[src/shared/mode_sel_pkg.sv]
// constants, modes and carriers for channel mode selection and flush/wake
// assumes a single 200 MHz clock
package mode_sel_pkg;

  // ******************************
  // channel modes
  // ******************************
  typedef enum logic [3:0]
  {
    MODE_ASYNC_SERIAL,
    MODE_ASYNC_FIFO,
    MODE_CPU_FIFO,
    MODE_FAST_SERIAL,
    MODE_SYNC_FIFO,
    MODE_ASYNC_BITBANG,
    MODE_SYNC_BITBANG,
    MODE_CMD_ENGINE,
    MODE_HOST_BUS_EMU,
    MODE_UNAVAILABLE
  } chan_mode_t;

  // ******************************
  // configuration memory encoding
  // ******************************
  localparam logic [1:0] CFG_ASYNC_SERIAL = 2'h0;
  localparam logic [1:0] CFG_ASYNC_FIFO   = 2'h1;
  localparam logic [1:0] CFG_CPU_FIFO     = 2'h2;
  localparam logic [1:0] CFG_FAST_SERIAL  = 2'h3;

  // ******************************
  // bit-mode command values
  // ******************************
  localparam logic [7:0] BM_RESET        = 8'h00;
  localparam logic [7:0] BM_ASYNC_BB     = 8'h01;
  localparam logic [7:0] BM_CMD_ENGINE   = 8'h02;
  localparam logic [7:0] BM_SYNC_BB      = 8'h04;
  localparam logic [7:0] BM_HOST_BUS_EMU = 8'h08;
  localparam logic [7:0] BM_SYNC_FIFO    = 8'h40;

  // ******************************
  // timing
  // ******************************
  localparam int CLK_PERIOD_PS   = 5000;
  localparam int FLUSH_PULSE_NS  = 250;
  localparam int WAKE_PULSE_MS   = 20;
  localparam int FLUSH_CYCLES    =
    (FLUSH_PULSE_NS * 1000 + CLK_PERIOD_PS - 1) / CLK_PERIOD_PS;
  localparam int WAKE_CYCLES_DEF =
    WAKE_PULSE_MS * (1000000000 / CLK_PERIOD_PS);

  // ******************************
  // channel b idle pin state
  // ******************************
  typedef struct packed
  {
    logic [7:0] data_out;
    logic [7:0] data_oe_n;
    logic       space_available_flag_n;
    logic       data_present_flag_n;
    logic       strobes_are_inputs;
  } pin_state_t;

  localparam pin_state_t PIN_DEFAULT =
    '{8'h00, 8'hFF, 1'b0, 1'b1, 1'b1};

  typedef struct packed
  {
    logic       valid;
    logic       chan;
    logic [7:0] value;
  } bitmode_cmd_t;

endpackage

[src/rtl/mode_sel.sv]
// channel mode selection plus send-immediate / remote-wake strobe
// assumes inputs synchronous to clk_in; strobe already debounced
`timescale 1ns/10ps
`default_nettype none

module mode_sel
  import mode_sel_pkg::*;
#(
  parameter int WAKE_CYCLES = WAKE_CYCLES_DEF
)
(
  input  wire logic         clk_in,
  input  wire logic         srst_in,
  input  wire logic         cfg_valid_in,
  input  wire logic [1:0]   cfg_mode_a_in,
  input  wire logic [1:0]   cfg_mode_b_in,
  input  wire logic         enumerated_in,
  input  wire bitmode_cmd_t bitmode_cmd_in,
  input  wire logic         flush_wake_strobe_n_in,
  input  wire logic         usb_suspended_in,
  input  wire logic         pulldown_enabled_in,
  input  wire logic         chan_b_used_in,
  input  wire pin_state_t   chan_b_pins_in,
  output var  chan_mode_t   mode_a_out,
  output var  chan_mode_t   mode_b_out,
  output logic              chan_b_mem_to_a_out,
  output var  pin_state_t   chan_b_pins_out,
  output logic              transfer_flag_out,
  output logic              flush_out,
  output logic              wake_out
);

  // ******************************
  // parameter check
  // ******************************
  if (WAKE_CYCLES <= FLUSH_CYCLES)
  begin : g_bad
    $error("wake pulse must exceed flush pulse");
  end

  if (WAKE_CYCLES > 32'h3FFF_FFFF)
  begin : g_too_long
    $error("wake pulse count out of range");
  end

  localparam int CW = $clog2(WAKE_CYCLES + 1);

  chan_mode_t mode_a_r;
  chan_mode_t mode_b_r;
  chan_mode_t mode_a_nxt;
  chan_mode_t mode_b_nxt;
  chan_mode_t cfg_a_mode;
  chan_mode_t cfg_b_mode;
  logic       cfg_loaded_r;
  logic       mem_to_a_r;
  pin_state_t pins_r;
  logic       strobe_d_r;
  logic       low_r;
  logic [CW-1:0] low_cnt_r;
  logic       flag_r;
  logic       flush_r;
  logic       wake_r;
  logic       armed_r;
  logic       armed_ok;
  logic       cfg_take;
  logic       b_live;
  pin_state_t pins_live;
  pin_state_t pins_nxt;
  logic       low_nxt;
  logic       armed_nxt;
  logic [CW-1:0] low_cnt_nxt;
  logic       flush_nxt;
  logic       wake_nxt;

  // ******************************
  // configuration memory decode
  // ******************************
  function automatic chan_mode_t cfg_decode(input logic [1:0] c);
    chan_mode_t m;
    m = MODE_ASYNC_SERIAL;
    if (c == CFG_ASYNC_FIFO)
      m = MODE_ASYNC_FIFO;
    else if (c == CFG_CPU_FIFO)
      m = MODE_CPU_FIFO;
    else if (c == CFG_FAST_SERIAL)
      m = MODE_FAST_SERIAL;
    return m;
  endfunction

  assign cfg_a_mode = cfg_decode(cfg_mode_a_in);
  assign cfg_b_mode = cfg_decode(cfg_mode_b_in);

  // ******************************
  // bit-mode command decode
  // ******************************
  function automatic chan_mode_t bm_decode(input chan_mode_t cur,
                                           input chan_mode_t base,
                                           input logic [7:0] v);
    chan_mode_t m;
    m = cur;
    if (v == BM_RESET)
      m = base;
    else if (v == BM_ASYNC_BB)
      m = MODE_ASYNC_BITBANG;
    else if (v == BM_SYNC_BB)
      m = MODE_SYNC_BITBANG;
    else if (v == BM_CMD_ENGINE)
      m = MODE_CMD_ENGINE;
    else if (v == BM_HOST_BUS_EMU)
      m = MODE_HOST_BUS_EMU;
    return m;
  endfunction

  chan_mode_t base_a_r;
  chan_mode_t base_b_r;
  wire sync_req = bitmode_cmd_in.valid && !bitmode_cmd_in.chan &&
                  bitmode_cmd_in.value == BM_SYNC_FIFO;
  wire sync_ok  = mode_a_r == MODE_ASYNC_FIFO &&
                  mode_b_r == MODE_ASYNC_FIFO;
  wire cmd_a    = bitmode_cmd_in.valid && !bitmode_cmd_in.chan &&
                  enumerated_in && cfg_loaded_r;
  wire cmd_b    = bitmode_cmd_in.valid && bitmode_cmd_in.chan &&
                  enumerated_in && cfg_loaded_r &&
                  mode_b_r != MODE_UNAVAILABLE;

  always_comb
  begin
    mode_a_nxt = mode_a_r;
    mode_b_nxt = mode_b_r;
    if (!cfg_loaded_r && cfg_valid_in)
    begin
      mode_a_nxt = cfg_a_mode;
      mode_b_nxt = cfg_b_mode;
    end
    else if (cmd_a && sync_req && sync_ok)
    begin
      mode_a_nxt = MODE_SYNC_FIFO;
      mode_b_nxt = MODE_UNAVAILABLE;
    end
    else if (cmd_a && !sync_req)
      mode_a_nxt = bm_decode(mode_a_r, base_a_r, bitmode_cmd_in.value);
    else if (cmd_b)
      mode_b_nxt = bm_decode(mode_b_r, base_b_r, bitmode_cmd_in.value);
  end

  wire enter_sync = mode_a_nxt == MODE_SYNC_FIFO &&
                    mode_a_r != MODE_SYNC_FIFO;

  assign cfg_take = !cfg_loaded_r && cfg_valid_in;
  assign b_live   = mode_b_r != MODE_UNAVAILABLE;

  // ******************************
  // channel mode registers
  // ******************************
  always_ff @(posedge clk_in)
  begin
    if (srst_in)
    begin
      mode_a_r <= MODE_ASYNC_SERIAL;
      mode_b_r <= MODE_ASYNC_SERIAL;
    end
    else
    begin
      mode_a_r <= mode_a_nxt;
      mode_b_r <= mode_b_nxt;
    end
  end

  // ******************************
  // configured base modes
  // ******************************
  always_ff @(posedge clk_in)
  begin
    if (srst_in)
    begin
      base_a_r     <= MODE_ASYNC_SERIAL;
      base_b_r     <= MODE_ASYNC_SERIAL;
      cfg_loaded_r <= 1'b0;
    end
    else if (cfg_take)
    begin
      base_a_r     <= cfg_a_mode;
      base_b_r     <= cfg_b_mode;
      cfg_loaded_r <= 1'b1;
    end
  end

  // ******************************
  // channel b memory and pins
  // ******************************
  assign pins_live = chan_b_used_in ? chan_b_pins_in : PIN_DEFAULT;
  assign pins_nxt  = (enter_sync || b_live) ? pins_live : pins_r;

  always_ff @(posedge clk_in)
  begin
    if (srst_in)
    begin
      mem_to_a_r <= 1'b0;
      pins_r     <= PIN_DEFAULT;
    end
    else
    begin
      mem_to_a_r <= mem_to_a_r || enter_sync;
      pins_r     <= pins_nxt;
    end
  end

  // ******************************
  // flush / wake strobe
  // ******************************
  function automatic logic strobe_mode(input chan_mode_t m);
    return m == MODE_ASYNC_FIFO || m == MODE_SYNC_FIFO ||
           m == MODE_CPU_FIFO || m == MODE_ASYNC_BITBANG ||
           m == MODE_SYNC_BITBANG;
  endfunction

  assign armed_ok = strobe_mode(mode_a_r);
  wire fall = strobe_d_r && !flush_wake_strobe_n_in;
  wire rise = !strobe_d_r && flush_wake_strobe_n_in;
  wire long_enough = low_cnt_r >= CW'(WAKE_CYCLES);
  wire wake_hit = low_r && armed_r && !long_enough &&
                  low_cnt_r == CW'(WAKE_CYCLES - 1);

  // ******************************
  // strobe edge and transfer flag
  // ******************************
  always_ff @(posedge clk_in)
  begin
    if (srst_in)
    begin
      strobe_d_r <= 1'b1;
      flag_r     <= 1'b0;
    end
    else
    begin
      strobe_d_r <= flush_wake_strobe_n_in;
      flag_r     <= fall && armed_ok;
    end
  end

  // ******************************
  // low pulse length
  // ******************************
  assign low_nxt     = fall || (low_r && !rise);
  assign armed_nxt   = fall ? armed_ok : armed_r && !(rise && low_r);
  assign low_cnt_nxt = fall ? CW'(1)
                     : (low_r && !rise && !long_enough) ? low_cnt_r + CW'(1)
                     : low_cnt_r;

  always_ff @(posedge clk_in)
  begin
    if (srst_in)
    begin
      low_r     <= 1'b0;
      low_cnt_r <= '0;
      armed_r   <= 1'b0;
    end
    else
    begin
      low_r     <= low_nxt;
      low_cnt_r <= low_cnt_nxt;
      armed_r   <= armed_nxt;
    end
  end

  // ******************************
  // flush and wake pulses
  // ******************************
  assign wake_nxt  = wake_hit && usb_suspended_in &&
                     !pulldown_enabled_in;
  assign flush_nxt = rise && low_r && armed_r &&
                     low_cnt_r >= CW'(FLUSH_CYCLES) && !long_enough &&
                     !(usb_suspended_in &&
                       low_cnt_r >= CW'(WAKE_CYCLES - 1));

  always_ff @(posedge clk_in)
  begin
    if (srst_in)
    begin
      flush_r <= 1'b0;
      wake_r  <= 1'b0;
    end
    else
    begin
      flush_r <= flush_nxt;
      wake_r  <= wake_nxt;
    end
  end

  assign mode_a_out          = mode_a_r;
  assign mode_b_out          = mode_b_r;
  assign chan_b_mem_to_a_out = mem_to_a_r;
  assign chan_b_pins_out     = pins_r;
  assign transfer_flag_out   = flag_r;
  assign flush_out           = flush_r;
  assign wake_out            = wake_r;

endmodule

`default_nettype wire

[config.mk]
export PLATFORM = sky130hd
export DESIGN_NAME = mode_sel
export DESIGN_NICKNAME = d
export VERILOG_FILES = /design/src/shared/mode_sel_pkg.sv /design/src/rtl/mode_sel.sv
export SDC_FILE = /design/constraint.sdc
export NUM_CORES = 1
export LEC_CHECK = 0
export ABC_CLOCK_PERIOD_IN_PS = 3800
export BUFFER_PORTS_ARGS = -buffer_cell sky130_fd_sc_hd__buf_4
export CORE_MARGIN = 8
export CORE_UTILIZATION = 50
export CTS_BUF_LIST = sky130_fd_sc_hd__clkbuf_16
export CTS_CLUSTER_DIAMETER = 120
export DETAILED_ROUTE_END_ITERATION = 6
export MAX_ROUTING_LAYER = met4
export PLACE_DENSITY_LB_ADDON = 0.3
export SLEW_MARGIN = 10
export SYNTH_ARGS = -nofsm -noshare
export SYNTH_HDL_FRONTEND = slang
export SYNTH_SLANG_ARGS = --single-unit
[constraint.sdc]
create_clock -name clk_in -period 3.8 [get_ports clk_in]
set_clock_uncertainty 0.1 [all_clocks]
set_input_delay 0.38 -clock clk_in [delete_from_list [all_inputs] [get_ports clk_in]]
set_output_delay 0.38 -clock clk_in [all_outputs]
set_load 0.02 [all_outputs]
### Word-level counts from Yosys, hierarchy flattened

Index checks and enable logic that the tools add are counted.

* $add $sub $neg: 1
* muxes and demuxes: 27
* reduce and logical (&&, ||, !) cells: 54
* equal/unequal tests: 22
* magnitude comparators: 3

Operators by type and width (count)
* 4-bit two-way mux: 17
* 22-bit >= comparator (second input constant): 2
* 1-bit logical AND: 31
* 22-bit by 1-bit adder with 22-bit output (second input constant): 1
* 22-bit equality test (second input constant): 1
* 22-bit by 6-bit >= comparator with 1-bit output (second input constant): 1
* 19-bit two-way mux: 1
* 4-bit by 3-bit equality test with 1-bit output (second input constant): 4
* 2-bit two-way mux: 6
* 1-bit logical NOT: 10
* 2-bit equality test (second input constant): 4
* 4-bit by 1-bit equality test with 1-bit output (second input constant): 2
* 8-bit by 1-bit equality test with 1-bit output (second input constant): 1
* 8-bit by 2-bit equality test with 1-bit output (second input constant): 1
* 8-bit by 3-bit equality test with 1-bit output (second input constant): 1
* 8-bit by 4-bit equality test with 1-bit output (second input constant): 1
* 8-bit by 7-bit equality test with 1-bit output (second input constant): 1
* 8-bit logical NOT: 1
* 1-bit logical OR: 7
* 7-bit nonzero test: 1
* 2-bit by 1-bit equality test with 1-bit output (second input constant): 2
* 4-bit by 2-bit equality test with 1-bit output (second input constant): 1
* 4-bit by 3-bit inequality test with 1-bit output (second input constant): 1
* 4-bit inequality test (second input constant): 1
* 6 further kinds: 8

* output and inout port bits: 31
* word-level logic and storage cells: 126
* flip-flop bits (word level): 65
* input bits: 41

### Longest topological paths before layout

Gate-level depths: netlist (run 1).

* word-level depth: 12
* mapped depth: 7
* gate-level depth less buffers: 6

### Worst setup path before layout (run 1)

No wires, ideal clock.

* kind: input to register
* start point: input port bitmode_cmd_in[5] in the netlist's numbering
* end point: register mode_b_r[0], in the netlist mode_b_out[0]
* stages: 6
* data required time: 3572 ps
* setup time: 128 ps
* arrival time: 1675 ps
* path buffers: 1
* setup slack: 1897 ps
* cells stage by stage: or4_4 > buf_6 > a2111oi_4 > nor2b_1 > o32ai_1 > nor2_1

* cells in the longest elaborated chain, start to end: 9
* elaborated cells between the ends (all ways): 23
* classes of those cells: eq/ne (6); mux (8); reduce/logical (9)

Ends and longest elaborated chain
* start: declaration: line mode_sel.sv:18 `input wire bitmode_cmd_t bitmode_cmd_in,`
* 8-bit by 2-bit equality test with 1-bit output: line mode_sel.sv:107 `else if (v == BM_CMD_ENGINE)`
* 4-bit two-way mux: line mode_sel.sv:107
* 4-bit two-way mux: line mode_sel.sv:105 `else if (v == BM_SYNC_BB)`
* 4-bit two-way mux: line mode_sel.sv:103 `else if (v == BM_ASYNC_BB)`
* 4-bit two-way mux: line mode_sel.sv:101 `if (v == BM_RESET)`
* 4-bit two-way mux: line mode_sel.sv:142 `else if (cmd_b)`
* 4-bit two-way mux: line mode_sel.sv:140 `else if (cmd_a && !sync_req)`
* 4-bit two-way mux: line mode_sel.sv:135 `else if (cmd_a && sync_req && sync_ok)`
* 4-bit two-way mux: line mode_sel.sv:130 `if (!cfg_loaded_r && cfg_valid_in)`
* end signal: assignment: line mode_sel.sv:165 `mode_b_r <= mode_b_nxt;`
* end: declaration: line mode_sel.sv:49 `chan_mode_t mode_b_r;`

Parallel ways exist; a longest one is shown, timed or not. The select of a mux whose other input is x is not followed.
A chain may end at the register's enable or synchronous reset.

### Final worst setup path (run 1)

* start point: register low_cnt_r[10]
* end point: register low_cnt_r[10]

* cells in the longest elaborated chain, start to end: 3
* elaborated cells between the ends (all ways): 4
* classes of those cells: add/sub (1); order compare (1); reduce/logical (2)

Ends and longest elaborated chain
* start: declaration: line mode_sel.sv:59 `logic [CW-1:0] low_cnt_r;`
* start signal: assignment: line mode_sel.sv:261 `low_cnt_r <= low_cnt_nxt;`
* 22-bit >= comparator: line mode_sel.sv:220 `wire long_enough = low_cnt_r >= CW'(WAKE_CYCLES);`
* 1-bit logical NOT: line mode_sel.sv:247 `: (low_r && !rise && !long_enough) ? low_cnt_r + CW'(1)`
* 1-bit logical AND: line mode_sel.sv:247

Parallel ways exist; a longest one is shown, timed or not.

==> impl_metrics.yaml, run 1 <==
run_status:
  status: "finished, final reports clean"
grt:
  grt_pass1_wl_um: 12500
  overflow: 0
  grt_use_total: 0.182
  grt_max_degree: 39
  grt_antenna_before_repair: 0
  grt_pass1_vias: 2742
clocking:
  cts_tree: "done"
  cts-root-buf: "clkbuf_16"
  clk_latency_ns: 0.32
  clockBufferDepth: 2
  htree_levels: 3
  clk_pin_slew_ns: 0.05
  cts_num_sinks: 61
  cts_hold_buf: 0
  cts_setup_buffers: 0
  cts-resized-gates: 0
  cts-buffers-inserted: 9
place:
  place_ws_ns: 1.68
  portBuffers: 71
  hpwl_um: 5370
  placed_area_sq_um: 3550
  routabilityCongestion: 0.878
yosys:
  ys_ff_latch: 61
  ys_seq_area_frac: 0.405
  avgSynthCellArea_sq_um: 8.58
  synthArstFlopShare: 0
  synth_area_leaders: "dfxtp_1 41%, xnor2_1 5.8%, nor2_1 4.9%"
  synth_edf_count: 0
  ys_types: 50
  synth_top_area_frac: 0.405
  yosysWarnings: 0
  synth_top_area_cell: "dfxtp_1"
  syn_inst: 351
  ys.flop_type: "dfxtp_1"
  synth.cell_area_sq_um: 3010
  synth_nets: 394
timing:
  max_freq_mhz: 457
  slew_viol_final: 0
  fin_setup_tns_ns: 0
  setup_viol: 0
  finalWorstSetupSlack_ns: 1.61
  rsz0062_at_grt: "false"
  hold_viol_final: 0
  worst_slew_pin_slew_ns: 0.837
  max_slew_margin: 0.442
  fin_crit_sh: 0.575
  period_needed_ns: 2.19
finish:
  final_area_sq_um: 3860
  nets: 454
  num_antenna_cells: 0
  final_common_cell: "buf_4"
  layout_common_cells: "73 x buf_4, 61 x dfxtp_1, 39 x nor2_1"
  area_growth_pct: 28.2
  fin_util: 0.656
  drive_above_1_share: 0.264
route:
  drtIter0Drc: 100
  met1_length_um: 3320
  wl_met3_um: 603
  wl_um: 7590
  drc: 0
  routed-via-count: 2751
  dr_wl_met2_um: 3540
  vias_per_cell: 5.60
  ant_nets: 0
  first_pass_iters: 4
  wire_per_inst_um: 15.5
  top_layer: "met4"
setup_path:
  path_buf_inv: 1
  r2r_slack_ns: 1.61
  critPathCaptureType: "register"
  r2r_cells: 6
  critical-path-top-delay-family: "compound AO/OA/AOI/OAI gates"
  slowest_stage: "a311oi_2"
  max_stage_delay_ns: 0.64
  path_cells: "o31ai_1 > a311oi_2 > buf_4 > nor3_1 > xnor2_1 > nor2_1"
  timing.rr.start: "low_cnt_r[10]$_SDFFE_PP0P_"
  required_ns: 3.88
  crit_fanout: 14
  startpoint_type: "register"
  worstReg2RegEnd: "low_cnt_r[10]$_SDFFE_PP0P_"
  critical_path_class: "reg2reg"
  cp.arrival_ns: 2.26
power_and_ir_drop:
  pwr-share-clk: 0.512
  p_leak_nw: 1.42
  switchingPower_mw: 0.380
  pwr-share-comb: 0.087
  switching_share: 0.226
  power.density_nw_per_um2: 434
  peakVddDrop_uv: 308
  internal_power_mw: 1.30
  seq_power_share: 0.401
  finalPower_mw: 1.68
die:
  die_h_um: 93.6
  die_w_um: 93.6
  start_util: 0.512
  core_area_sq_um: 5890
  fp-row-count: 28
  pin_count: 72
  dieArea_sq_um: 8770
hold_path:
  hold_depth: 2
  holdCritPathClass: "in2reg"
  min_to: "wake_out$_SDFF_PP0_"
  hp-start: "pulldown_enabled_in"
run:
  drv_cap: 0
[per-stage QoR]
step / hold WS [ns] / cells
after floorplan: 0.332 / 351
after global placement: 0.336 / 475
after detailed placement: 0.342 / 475
after CTS: 0.131 / 491
after global routing: 0.142 / 491
final: 0.142 / 491
[cells by family (layout without fill, tap and decap cells)]
kind of cell / after synthesis / count (layout) / share of synthesized area
AOI/OAI and AO/OA: 65 / 65 / 0.148
xor gates and xnor gates: 21 / 21 / 0.0610
adders and majority gates: 3 / 3 / 0.0116
buffers and inverters: 30 / 95 / 0.0432
DFF: 61 / 61 / 0.405
muxes: 3 / 3 / 0.00997
and+or+nand+nor: 168 / 168 / 0.321
[metal layers]
| layer | vias to the layer above | global-route usage |
|---|---|---|
| met5 | - | - |
| met2 | 95 | 0.284 |
| met3 | 15 | 0.0609 |
| met1 | 1263 | 0.209 |
| met4 | 0 | 0.0779 |
| li1 | 1378 | - |
[registers in the layout (all words and copies together), names as in the netlist]
name                 flops
low_cnt_r               22
chan_b_pins_out         19
mode_a_out               4
mode_b_out               4
base_a_r                 2
base_b_r                 2
armed_r                  1
cfg_loaded_r             1
chan_b_mem_to_a_out      1
flush_out                1
low_r                    1
strobe_d_r               1
transfer_flag_out        1
wake_out                 1
[Yosys cell counts, types with 4 or more instances]
| master | count |
|---|---|
| nand2_1 | 31 |
| nand4_1 | 8 |
| a211o_1 | 4 |
| clkbuf_1 | 16 |
| a21oi_1 | 24 |
| nand3_1 | 20 |
| o21ai_0 | 8 |
| dfxtp_1 | 61 |
| nor3b_1 | 14 |
| buf_1 | 4 |
| nor4b_1 | 4 |
| xnor2_1 | 20 |
| nor4_2 | 11 |
| o21bai_1 | 11 |
| o31ai_1 | 5 |
| nor3_1 | 13 |
| inv_1 | 6 |
| nor2_1 | 39 |
| nor4_1 | 6 |
[power by group through the flow]
stage	registers, mW	clock network (mW)	logic (mW)
floorplan	0.696	0	0.0677
global placement	0.684	0	0.143
detailed placement	0.685	0	0.146
CTS	0.672	0.870	0.147
global route	0.674	0.898	0.159
finish	0.672	0.858	0.146
[worst max-delay path by stage]
stage               slack, ns                          to  cells past startpoint                       start
floorplan                1.90  mode_b_out[0]$_SDFFE_PP0P_                      6           bitmode_cmd_in[5]
global placement         1.70         wake_out$_SDFF_PP0_                      5   low_cnt_r[1]$_SDFFE_PP0P_
detailed placement       1.68         wake_out$_SDFF_PP0_                      5   low_cnt_r[0]$_SDFFE_PP0P_
CTS                      1.63  low_cnt_r[10]$_SDFFE_PP0P_                      6  low_cnt_r[10]$_SDFFE_PP0P_
global route             1.43         wake_out$_SDFF_PP0_                      5   low_cnt_r[1]$_SDFFE_PP0P_
finish                   1.61  low_cnt_r[10]$_SDFFE_PP0P_                      6  low_cnt_r[10]$_SDFFE_PP0P_
[layout make-up]
type | count | area [sq um]
flip-flops and latches | 61 | 1220
repair buffers | 73 | 548
clock buffers | 9 | 225
clock inverters | 7 | 90.1
fillers | 504 | 2020
well taps | 75 | 93.8
multi-input cells | 260 | 1660
inverters | 6 | 22.5
No activity file was read; power rests on OpenSTA's default activity.
==> inputs of run 2 (changes only) <==
ABC_AREA = 1   (was default)
ABC_CLOCK_PERIOD_IN_PS = 2250   (was 3800)
clock period = 2.25 ns   (was 3.8 ns; I/O delays follow)
==> run 2 against run 1 <==
Effect of this change:
- total power is 70% higher
- hold slack worse by 0.13 ns
- synthesized cell count is 48% higher
- combinational power is 110% higher
- clock-buffer cell count stayed put
- final cell count is 37% higher
- cell area is 8.8% higher
- clock power is 63% higher
- critical path depth is 2 higher
- first-iteration DRC count is 30% higher
- sequential cell count stayed put
- register-to-register slack worse by 1.2 ns
- largest power group unchanged
==> impl_metrics.yaml, run 2 <==
run_status:
  status: "finished, final reports clean"
route:
  drtIter0Drc: 130
  routed-via-count: 3529
  drc: 0
  vias_per_cell: 5.26
  ant_nets: 0
  wl_um: 9220
  first_pass_iters: 5
  wire_per_inst_um: 13.7
timing:
  slew_viol_final: 0
  max_slew_margin: 0.552
  max_freq_mhz: 545
  setup_viol: 0
  worst_slew_pin_slew_ns: 0.671
  period_needed_ns: 1.84
  rsz0062_at_grt: "false"
  fin_setup_tns_ns: 0
  hold_viol_final: 0
  fin_crit_sh: 0.816
finish:
  regMostFlops: "low_cnt_r"
  seq_area_sq_um: 1220
  final_common_cell: "nand2_1"
  layout_common_cells: "156 x nand2_1, 77 x nor2_1, 74 x buf_4"
  drive_above_1_share: 0.185
  multiInputGateArea_sq_um: 1840
  area_growth_pct: 26.6
  largest_register_ffs: 22
  nFillCells: 593
  num_antenna_cells: 0
  nets: 632
clocking:
  htree_levels: 3
  clk_pin_slew_ns: 0.06
  clockBufferDepth: 2
  clk_latency_ns: 0.33
  cts-buffers-inserted: 9
  cts-root-buf: "clkbuf_16"
  cts_setup_buffers: 0
  cts-resized-gates: 0
  cts_tree: "done"
  cts_hold_buf: 1
  cts_num_sinks: 61
hold_path:
  holdCritPathClass: "in2reg"
setup_path:
  crit_fanout: 6
  critical-path-top-delay-family: "simple AND/OR/NAND/NOR gates"
  slowest_stage: "dfxtp_1"
  critical_path_class: "reg2reg"
  critPathCaptureType: "register"
  cp.arrival_ns: 1.98
  path_buf_inv: 1
  path_common_cell: "nand2_1"
  path_cells: "ha_1 > nand3_2 > inv_1 > nand2_1 > nor2_1 > xor2_1 > nand2_1 > a21oi_1"
  startpoint_type: "register"
  required_ns: 2.40
  max_stage_delay_ns: 0.43
grt:
  grt_use_total: 0.201
  grt_pass1_wl_um: 15700
  grt_max_degree: 25
  grt_pass1_vias: 3519
  grt_antenna_before_repair: 0
  overflow: 0
power_and_ir_drop:
  switching_share: 0.258
  peakVddDrop_uv: 550
  internal_power_mw: 2.12
  switchingPower_mw: 0.734
  power.density_nw_per_um2: 678
  pwr-share-clk: 0.491
  seq_power_share: 0.401
  finalPower_mw: 2.85
  pwr-share-comb: 0.108
  p_leak_nw: 1.86
yosys:
  synth_top_area_frac: 0.368
  ys_types: 32
  ys.flop_type: "dfxtp_1"
  synth_nets: 561
  synth_area_leaders: "dfxtp_1 37%, nand2_1 18%, nor2_1 8.7%"
  ys_ff_latch: 61
  yosysWarnings: 0
  synth_edf_count: 0
  syn_inst: 518
  synth_top_area_cell: "dfxtp_1"
  ys_seq_area_frac: 0.368
  synthArstFlopShare: 0
  synth_common_cells: "156 x nand2_1, 77 x nor2_1, 61 x dfxtp_1"
  avgSynthCellArea_sq_um: 6.41
  synth_most_common_cell: "nand2_1"
  synth.cell_area_sq_um: 3320
die:
  core_area_sq_um: 6390
  start_util: 0.520
  die_w_um: 97.5
  fp-row-count: 29
  die_h_um: 97.5
  dieArea_sq_um: 9510
  pin_count: 72
run:
  drv_cap: 0
place:
  routabilityCongestion: 0.945
  portBuffers: 71
  hpwl_um: 6750
-- run 2: changes by cell type in the layout (fill, tap and decap cells not counted), moves of 7 or more --
cell	previous run	this run
nand2_1	31	156
inv_1	6	45
nor2_1	39	77
nand3_1	20	42
o21ai_0	7	26
a21oi_1	24	40
xnor2_1	20	6
nor3b_1	14	1
nor4_2	11	0
o21bai_1	11	0
nor3_1	13	3
nor2_2	0	7
xor2_1	1	8
-- run 2: metrics by stage --
step / instance area (sq um) / instances / hold WS, ns / utilization / worst slack (ns)
floorplan: 3320 / 518 / 0.203 / - / 0.714
global placement: 3890 / 654 / 0.298 / 0.609 / 0.481
detailed placement: 3890 / 654 / 0.301 / 0.609 / 0.450
CTS: 4200 / 671 / 0.00771 / 0.658 / 0.433
global route: 4200 / 671 / 0.0150 / 0.658 / 0.271
finish: 4200 / 671 / 0.0163 / 0.658 / 0.414
-- run 2: cell families (layout without fill, tap and decap cells) --
kind of cell,Yosys count,in the layout,share of synthesized area
simple gates,307,307,0.395
buf+inv,63,139,0.0814
compound gates,71,71,0.111
xor+xnor,14,14,0.0369
flops,61,61,0.368
fa+ha+maj,2,2,0.00753
-- run 2: worst min-delay path: stages --
cell and delay (ns):
buf_4 0.08, nor2_1 0.03, nor2_1 0.07
-- run 2: final timing paths --
path                                     to                           start  cells past startpoint  slack, ns
max              low_cnt_r[16]$_SDFFE_PP0P_       low_cnt_r[0]$_SDFFE_PP0P_                      8       0.41
min reg2reg  chan_b_mem_to_a_out$_SDFF_PP0_  chan_b_mem_to_a_out$_SDFF_PP0_                      2       0.36
min               cfg_loaded_r$_SDFFE_PP0P_                    cfg_valid_in                      3       0.02
max reg2reg      low_cnt_r[16]$_SDFFE_PP0P_       low_cnt_r[0]$_SDFFE_PP0P_                      8       0.41
-- run 2: cell type report --
cell class,instances,share of cell area
clock buffers,9,0.0536
well taps,77,0.0229
inverters,48,0.0429
clock inverters,7,0.0190
multi-input cells,394,0.437
repair buffers,75,0.135
flip-flops and latches,61,0.290
-- run 2: power by group through the flow --
stage               clock network, mW  registers (mW)  logic, mW
CTS                              1.42            1.14      0.309
detailed placement                  0            1.17      0.304
global route                     1.48            1.15      0.341
finish                           1.40            1.14      0.308
floorplan                           0            1.19      0.144
global placement                    0            1.16      0.298
-- run 2: metal layers --
metal | share of wire | up-vias | track usage
met1 | 0.42 | 1600 | 0.213
met5 | 0 | - | -
met4 | 0.024 | 0 | 0.0956
met3 | 0.057 | 20 | 0.0541
met2 | 0.50 | 109 | 0.339
li1 | - | 1800 | -
